==> config.mk <==
export PLATFORM = sky130hd
export DESIGN_NAME = mrd_mode_regs
export DESIGN_NICKNAME = d
export VERILOG_FILES = /design/src/design/mrd_pkg.sv /design/src/design/mrd_field_decode.sv /design/src/design/mrd_mode_regs.sv
export SDC_FILE = /design/constraint.sdc
export NUM_CORES = 1
export LEC_CHECK = 0
export BUFFER_PORTS_ARGS = -buffer_cell sky130_fd_sc_hd__buf_2
export CORE_AREA = 5 5 114 62
export DETAILED_ROUTE_END_ITERATION = 6
export DIE_AREA = 0 0 119 67
export PLACE_DENSITY = 0.52
export SYNTH_ARGS = -nofsm -noshare
export SYNTH_HDL_FRONTEND = slang
export SYNTH_SLANG_ARGS = --single-unit
==> constraint.sdc <==
create_clock -name ref_clk_i -period 3.16 [get_ports ref_clk_i]
set_clock_uncertainty 0.05 [all_clocks]
set_input_delay 0.632 -clock ref_clk_i [delete_from_list [all_inputs] [get_ports ref_clk_i]]
set_output_delay 0.632 -clock ref_clk_i [all_outputs]
set_load 0.05 [all_outputs]
==> src/design/mrd_pkg.sv <==
// package for the mode-register decode block: command codes, field layout
// assumes a single clock domain; command pins sampled on the rising edge
package mrd_pkg;
	// command pin encodings (cs, ras, cas, we all low = register set)
	localparam logic [3:0] CMD_REG_SET = 4'h0;
	// bank codes selecting the register
	localparam logic [1:0] BANK_MAIN = 2'h0;
	localparam logic [1:0] BANK_EXT1 = 2'h1;
	// address width of the x4/x8 organisations
	localparam int ADDR_W = 14;
	// main register field positions
	localparam int BL_LSB = 0;
	localparam int BT_BIT = 3;
	localparam int RL_LSB = 4;
	localparam int TM_BIT = 7;
	localparam int DLLRST_BIT = 8;
	localparam int WR_LSB = 9;
	localparam int PD_BIT = 12;
	localparam int HI_BIT = 13;
	// main register codes
	localparam logic [2:0] BL_CODE_4 = 3'h2;
	localparam logic [2:0] BL_CODE_8 = 3'h3;
	localparam logic [2:0] RL_CODE_MIN = 3'h2;
	localparam logic [2:0] RL_CODE_MAX = 3'h5;
	localparam logic [2:0] WR_CODE_MIN = 3'h1;
	localparam logic [2:0] WR_CODE_MAX = 3'h5;
	// burst beats and write recovery offsets
	localparam logic [3:0] BEATS_4 = 4'h4;
	localparam logic [3:0] BEATS_8 = 4'h8;
	localparam logic [2:0] WR_CODE_OFS = 3'h1;
	// first extended register field positions
	localparam int E_DLL_BIT = 0;
	localparam int E_DRV_BIT = 1;
	localparam int E_RTT0_BIT = 2;
	localparam int E_AL_LSB = 3;
	localparam int E_RTT1_BIT = 6;
	localparam int E_OCD_LSB = 7;
	localparam int E_DQSN_BIT = 10;
	localparam int E_RDQS_BIT = 11;
	localparam int E_QOFF_BIT = 12;
	// command bundle as sampled from the pins
	typedef struct packed {
		logic cs_n;
		logic ras_n;
		logic cas_n;
		logic we_n;
		logic [1:0] bank;
		logic [ADDR_W-1:0] addr;
	} mrd_cmd_t;
	// decoded main register settings
	typedef struct packed {
		logic [3:0] burst_beats;
		logic burst_order_sel;
		logic [2:0] read_latency_sel;
		logic vendor_test_sel;
		logic [2:0] write_recovery;
		logic powerdown_exit_sel;
		logic code_err;
	} mrd_main_t;
	// first extended register settings
	typedef struct packed {
		logic dll_disable;
		logic drive_weak;
		logic [1:0] odt_sel;
		logic [2:0] additive_latency;
		logic [2:0] ocd_prog;
		logic dqs_n_disable;
		logic rdqs_enable;
		logic output_disable;
	} mrd_ext1_t;
endpackage

==> src/design/mrd_field_decode.sv <==
// field decoder: turns a raw main register word into decoded settings
// assumes the word is stable; purely combinational
`timescale 1ns/100ps
module mrd_field_decode (
	// raw word
	input wire logic [mrd_pkg::ADDR_W-1:0] word_i,
	// decoded settings
	output mrd_pkg::mrd_main_t main_o
);
	logic [2:0] bl;
	logic [2:0] rl;
	logic [2:0] wr;

	// field extraction
	assign bl = word_i[mrd_pkg::BL_LSB +: 3];
	assign rl = word_i[mrd_pkg::RL_LSB +: 3];
	assign wr = word_i[mrd_pkg::WR_LSB +: 3];

	// decode; reserved codes raise the error flag rather than being ignored
	always_comb begin
		main_o = '0;
		main_o.burst_beats = (bl == mrd_pkg::BL_CODE_8) ? mrd_pkg::BEATS_8 :
			mrd_pkg::BEATS_4;
		main_o.burst_order_sel = word_i[mrd_pkg::BT_BIT];
		main_o.read_latency_sel = rl;
		main_o.vendor_test_sel = word_i[mrd_pkg::TM_BIT];
		main_o.write_recovery = wr + mrd_pkg::WR_CODE_OFS;
		main_o.powerdown_exit_sel = word_i[mrd_pkg::PD_BIT];
		main_o.code_err = (bl != mrd_pkg::BL_CODE_4 &&
			bl != mrd_pkg::BL_CODE_8) ||
			rl < mrd_pkg::RL_CODE_MIN || rl > mrd_pkg::RL_CODE_MAX ||
			wr < mrd_pkg::WR_CODE_MIN || wr > mrd_pkg::WR_CODE_MAX;
	end
endmodule

==> src/design/mrd_mode_regs.sv <==
// mode-register programming logic of the memory: main and first extended
// register, written by register-set commands from the controller pins.
// assumes pins are synchronous to ref_clk_i and the controller keeps timing.
//
// Operation
// - register-set with both bank bits low writes the main register
// - address bits 2:0 select burst length: 010 four, 011 eight beats
// - address bit 3 selects sequential or interleaved burst order
// - bits 6:4 give read latency, codes 010..101 mean two..five
// - bit 7 selects vendor test mode; controller keeps it zero
// - bit 8 set during main write resets the delay-locked loop
// - bits 11:9 give write recovery, codes 001..101 mean two..six
// - bit 12 picks fast or slow active power-down exit
// - bit 13 exists only on four- and eight-bit organisations
// - register fields are write-only, never read back on data pins
// - first extended register holds dll, drive, latency, odt, strobe bits
// - extended register undefined at power-up; controller must write it
// - extended write: select, strobes, enable, bank1 low, bank0 high
// - registers may be rewritten in normal operation when all idle
`timescale 1ns/100ps
module mrd_mode_regs #(
	parameter int ADDR_BITS = 14
) (
	// clock, reset, enable
	input wire logic ref_clk_i,
	input wire logic arst_n_i,
	input wire logic clk_en_i,
	// command pins as a bundle
	input mrd_pkg::mrd_cmd_t cmd_i,
	// bank state from the array side
	input wire logic all_idle_i,
	// decoded main settings
	output mrd_pkg::mrd_main_t main_o,
	output logic dll_reset_o,
	// first extended settings
	output mrd_pkg::mrd_ext1_t ext1_o,
	output logic main_valid_o,
	output logic ext1_valid_o
);
	logic [mrd_pkg::ADDR_W-1:0] main_operating_mode;
	logic [mrd_pkg::ADDR_W-1:0] masked_addr;
	logic reg_set;
	logic main_wr;
	logic ext1_wr;
	mrd_pkg::mrd_main_t next_main;

	// elaboration-time check on the organisation width
	if (ADDR_BITS != 13 && ADDR_BITS != 14) begin : g_bad_width
		$error("ADDR_BITS must be 13 or 14");
	end

	// the x16 part has no top address bit: it reads as zero
	assign masked_addr = (ADDR_BITS == 13) ?
		{1'b0, cmd_i.addr[mrd_pkg::ADDR_W-2:0]} : cmd_i.addr;

	// command decode; writes outside idle are dropped, not half applied
	assign reg_set = {cmd_i.cs_n, cmd_i.ras_n, cmd_i.cas_n, cmd_i.we_n} ==
		mrd_pkg::CMD_REG_SET && all_idle_i;
	assign main_wr = reg_set && cmd_i.bank == mrd_pkg::BANK_MAIN;
	assign ext1_wr = reg_set && cmd_i.bank == mrd_pkg::BANK_EXT1;

	// main register storage; write-only, no path to the data pins
	always_ff @(posedge ref_clk_i or negedge arst_n_i) begin
		if (!arst_n_i) begin
			main_operating_mode <= '0;
		end else if (clk_en_i && main_wr) begin
			main_operating_mode <= masked_addr;
		end
	end

	// field decode of the stored word
	mrd_field_decode u_decode (
		.word_i(main_operating_mode),
		.main_o(next_main)
	);

	// registered decoded outputs; one cycle behind the stored word
	always_ff @(posedge ref_clk_i or negedge arst_n_i) begin
		if (!arst_n_i) begin
			main_o <= '0;
		end else if (clk_en_i) begin
			main_o <= next_main;
		end
	end

	// dll reset pulse: one cycle, only from a main write with bit 8 set
	always_ff @(posedge ref_clk_i or negedge arst_n_i) begin
		if (!arst_n_i) begin
			dll_reset_o <= 1'b0;
		end else if (clk_en_i) begin
			dll_reset_o <= main_wr && masked_addr[mrd_pkg::DLLRST_BIT];
		end
	end

	// first extended register fields taken straight from the address pins
	always_ff @(posedge ref_clk_i or negedge arst_n_i) begin
		if (!arst_n_i) begin
			ext1_o <= '0;
		end else if (clk_en_i && ext1_wr) begin
			ext1_o.dll_disable <= masked_addr[mrd_pkg::E_DLL_BIT];
			ext1_o.drive_weak <= masked_addr[mrd_pkg::E_DRV_BIT];
			ext1_o.odt_sel <= {masked_addr[mrd_pkg::E_RTT1_BIT],
				masked_addr[mrd_pkg::E_RTT0_BIT]};
			ext1_o.additive_latency <= masked_addr[mrd_pkg::E_AL_LSB +: 3];
			ext1_o.ocd_prog <= masked_addr[mrd_pkg::E_OCD_LSB +: 3];
			ext1_o.dqs_n_disable <= masked_addr[mrd_pkg::E_DQSN_BIT];
			ext1_o.rdqs_enable <= masked_addr[mrd_pkg::E_RDQS_BIT];
			ext1_o.output_disable <= masked_addr[mrd_pkg::E_QOFF_BIT];
		end
	end

	// contents are undefined until first written; flag that for the core
	always_ff @(posedge ref_clk_i or negedge arst_n_i) begin
		if (!arst_n_i) begin
			main_valid_o <= 1'b0;
			ext1_valid_o <= 1'b0;
		end else if (clk_en_i) begin
			if (main_wr) begin
				main_valid_o <= 1'b1;
			end
			if (ext1_wr) begin
				ext1_valid_o <= 1'b1;
			end
		end
	end
endmodule

# After elaboration in Yosys (flattened, before gate mapping)

Cells that the tools add are included.

Eq/ne operators: 4
$lt $le $gt $ge: 4
Add/sub/neg operators: 1
Reduce and logical (&&, ||, !) cells: 15
Mux-type cells: 1

Operator list:

| cell                                                                         | number |
|---|---|
| 1-bit logical AND                                                            | 7 |
| 3-bit > comparator, second input constant                                    | 2 |
| 3-bit by 2-bit != test with 1-bit output, second input constant              | 2 |
| 4-bit zero test                                                              | 1 |
| 1-bit logical OR                                                             | 4 |
| 4-bit 2-to-1 mux                                                             | 1 |
| 2-bit AND reduction                                                          | 2 |
| 3-bit by 1-bit adder with 3-bit output, second input constant                | 1 |
| 3-bit by 2-bit == test with 1-bit output, second input constant              | 1 |
| 3-bit by 1-bit less-than comparator with 1-bit output, second input constant | 1 |
| 3-bit by 2-bit less-than comparator with 1-bit output, second input constant | 1 |
| 2-bit by 1-bit == test with 1-bit output, second input constant              | 1 |
| 2-bit zero test                                                              | 1 |

Word-level logic and storage cells: 44
Output and inout bits: 30
Register bits: 43
Bits of input ports: 24

# Longest topological paths before layout

Word-level depth: 6
Mapped depth: 5
Mapped depth without buffers: 4

# Cells and area by module

A second synthesis with hierarchy kept.

Cells, all modules: 118
Area total of the unflattened synthesis: 1858.0 um2

Modules (own cells, without submodules):

| module           | seq. area each (um2) | instances | area each (um2) | cells each |
|---|---|---|---|---|
| mrd_mode_regs    | 1101.1               | 1         | 1727.9          | 99 |
| mrd_field_decode | 0.0                  | 1         | 130.1           | 19 |

# Least setup slack after synthesis

No wires, ideal clock.

Path kind: input-to-reg
From: in clk_en_i
To: reg main_operating_mode[11] (netlist name)
Arrival: 1.815 ns
Required time: 2.985 ns
Path buffers: 2
Path slack: 1.171 ns
Setup time: 0.125 ns
Cell stages on the path: 5
Cells stage by stage: buf_4 nor4b_4 nor4b_4 buf_6 mux2_2

Cells in the longest elaborated chain, start to end: 1

Ends and longest elaborated chain:

| what                 | line                | RTL |
|---|---|---|
| from (decl)          | mrd_mode_regs.sv:27 | `input wire logic clk_en_i,` |
| 1-bit logical AND    | mrd_mode_regs.sv:66 | `end else if (clk_en_i && main_wr) begin` |
| to (signal assigned) | mrd_mode_regs.sv:67 | `main_operating_mode <= masked_addr;` |
| to (decl)            | mrd_mode_regs.sv:40 | `logic [mrd_pkg::ADDR_W-1:0] main_operating_mode;` |

Every way passes these cells.
A chain may end at the register's enable or synchronous reset.

# Worst setup path after layout

From: in clk_en_i
To: reg main_operating_mode[7] (netlist name)

Same word-level chain as after synthesis.

==> impl_metrics.json <==
{
  "synth-simple-area-share_pct": 7.50,
  "final_nets": 187,
  "cp_slowest_cell": "mux2_2",
  "routedWlPerCell_um": 14.1,
  "setup_viol": 0,
  "synth_top_family_by_area": "multiplexers",
  "post_cts.repair.setup_buffers": 0,
  "grt_max_degree": 41,
  "min_path_type": "flip-flop to flip-flop",
  "overflow": 0,
  "ys_seq_area_share_pct": 61.9,
  "cpMostUsedCell": "nor4b_4",
  "synth-edff-count": 0,
  "synthDistinctLibCells": 25,
  "holdPathStages": 1,
  "tightest_slew_ns": 0.888,
  "antenna_found_initial": 0,
  "cp_max_fo": 17,
  "cts_resized": 0,
  "worst_slack_ns": 1.18,
  "finalWirelength_um": 3380,
  "whs_endpoint": "ext1_valid_o",
  "h-tree-depth": 2,
  "fin_util_pct": 35.6,
  "crit_buf_inv": 2,
  "status": "complete, no violations",
  "synth_cells": 107,
  "drc": 0,
  "reg2reg_depth": 3,
  "worstPathRequired_ns": 3.27,
  "rrSetupSlack_ns": 1.98,
  "avgSynthCellArea_um2": 15.1,
  "core-area_um2": 5910,
  "postRouteAntennaNets": 0,
  "initial_core_util_pct": 27.4,
  "rsz0062_at_grt": "no",
  "tns_ns": 0,
  "synthFlopType": "dfrtp_1",
  "synth-xor-area-share_pct": 1.08,
  "rows": 20,
  "synthTopCellsByArea": "dfrtp_1 (62%), mux2_2 (22%), nor4b_4 (2.9%)",
  "pin_count": 54,
  "drive_gt1_share_pct": 57.4,
  "nFillCells": 603,
  "numPortBuffers": 50,
  "drtIter0Drc": 27,
  "placedCellCount": 231,
  "ys_ff_latch": 40,
  "synth.cell_area_um2": 1620,
  "vdd_ir_drop_max_v": 0.000182,
  "synthArstFlopShare_pct": 100,
  "die-area_um2": 7970,
  "multiInputGateArea_um2": 567,
  "muxShareOfSynthArea_pct": 21.6,
  "first_pass_iters": 4,
  "placed_area_um2": 1940,
  "track_usage_pct": 9.02,
  "num_antenna_cells": 0,
  "relSlewSlack_pct": 40.8,
  "die_h_um": 67,
  "synth_top_area_share_pct": 61.9,
  "hold_violations": 0,
  "synth_compound_area_share_pct": 2.86,
  "dp_slack_ns": 0.842,
  "fmax_mhz": 504,
  "post-synth-top-count-cell": "dfrtp_1",
  "via_per_inst": 4.30,
  "post-dp-hpwl_um": 2540,
  "vias": 1028,
  "seq_area_um2": 1000,
  "clockBufferDepth": 2,
  "p_total_mw": 1.35,
  "leakage_nw": 1.10,
  "clock_latency_ns": 0.27,
  "cts_buffers": 5,
  "gp_congestion": 0.743,
  "ys_warn_count": 0,
  "die_w_um": 119,
  "synth.largest_area_cell": "dfrtp_1",
  "drv_cap": 0,
  "synth_fa_ha_area_share_pct": 1.55,
  "synth_common_cells": "dfrtp_1 (40), mux2_2 (31), nor2_1 (4)",
  "cts-hold-fix-buffers": 0,
  "syn_to_final_growth_pct": 30.1,
  "clock_sinks": 40,
  "critPathMaxStageDelay_ns": 0.37,
  "critical_path.top_delay_family": "buffers and inverters",
  "hold-worst-slack_ns": 0.419,
  "r2r_start": "main_operating_mode[6]",
  "first_global_vias": 1151,
  "stdcell_area_um2": 2100,
  "period_share_pct": 62.8,
  "clkSlewWorstSetupHoldPaths_ns": 0.06,
  "crit_chain": "buf_2 -> nor4b_4 -> nor4b_4 -> buf_4 -> mux2_2",
  "crit_arrival_ns": 2.09,
  "start_kind": "input port",
  "grt_first_pass_wirelength_um": 5600,
  "final_cells": 239,
  "critPathCaptureType": "flip-flop",
  "p_per_area_nw_per_um2": 642,
  "cts_tree": "built",
  "critical_path_class": "input port to flip-flop",
  "r2r-end": "main_o[0]",
  "min_from": "ext1_valid_o",
  "drv_slew": 0,
  "fin_crit_ns": 1.98,
  "cts_root_buffer": "clkbuf_16"
}
==> placed cells by master, fill, tap and decap left out, types with 2 or more instances in the layout <==
| master | count |
|---|---|
| o21ai_0 | 2 |
| conb_1 | 2 |
| nor4b_4 | 2 |
| mux2_2 | 31 |
| buf_2 | 50 |
| buf_4 | 2 |
| dfrtp_1 | 40 |
| a21oi_1 | 2 |
| ha_1 | 2 |
| clkbuf_16 | 5 |
| nand4b_1 | 2 |
| nand2b_1 | 2 |
| inv_1 | 3 |
| nor2_1 | 4 |
==> flip-flops by register name, summed over array words and instances (netlist names) <==
signal	flops
ext1_o	13
main_o	12
main_operating_mode	12
dll_reset_o	1
ext1_valid_o	1
main_valid_o	1
==> report_power, final <==
group          switching (mW)  internal [mW]  total, mW
combinational           0.156         0.0650      0.221
sequential             0.0240          0.553      0.577
clock                   0.181          0.371      0.552
==> worst reg2reg max path, cell delays in order, from the launching register on <==
cell	delay, ns
dfrtp_1	0.40
xor2_1	0.19
nand4b_1	0.13
o32a_1	0.30
==> kinds of logic (layout without fill, tap and decap cells) <==
logic type,Yosys count,count (layout)
flops,40,40
mux,31,31
simple gates,15,15
buf+inv,9,63
compound gates,7,7
fa+ha+maj,2,2
xor+xnor,2,2
other cells,1,2
==> final cells by class <==
cell class / instances / share of cell area (%)
inverter: 3 / 0.535
multi-input combinational: 59 / 26.9
clock buffer: 6 / 6.12
timing repair buffer: 52 / 12.6
tap: 77 / 4.58
sequential: 40 / 47.6
clock inverter: 2 / 1.66
==> worst max path at each step <==
stage                   from                       to  cells past startpoint
floorplan           clk_en_i  main_operating_mode[11]                      5
global placement    clk_en_i   main_operating_mode[3]                      5
detailed placement  clk_en_i   main_operating_mode[7]                      5
CTS                 clk_en_i   main_operating_mode[7]                      5
global route        clk_en_i   main_operating_mode[7]                      5
finish              clk_en_i   main_operating_mode[7]                      5
==> metal layers <==
layer  part of all wire [%]  GRT usage, %  up-vias  wire length (um)
met5                      0             0        -                 0
met3                    8.3          4.41        3               281
met4                   0.56          1.73        0                19
met1                     48          11.8      510              1630
met2                     43          13.6       37              1440
li1                       -             -      478                 -
Power figures use the tool's default switching activity.
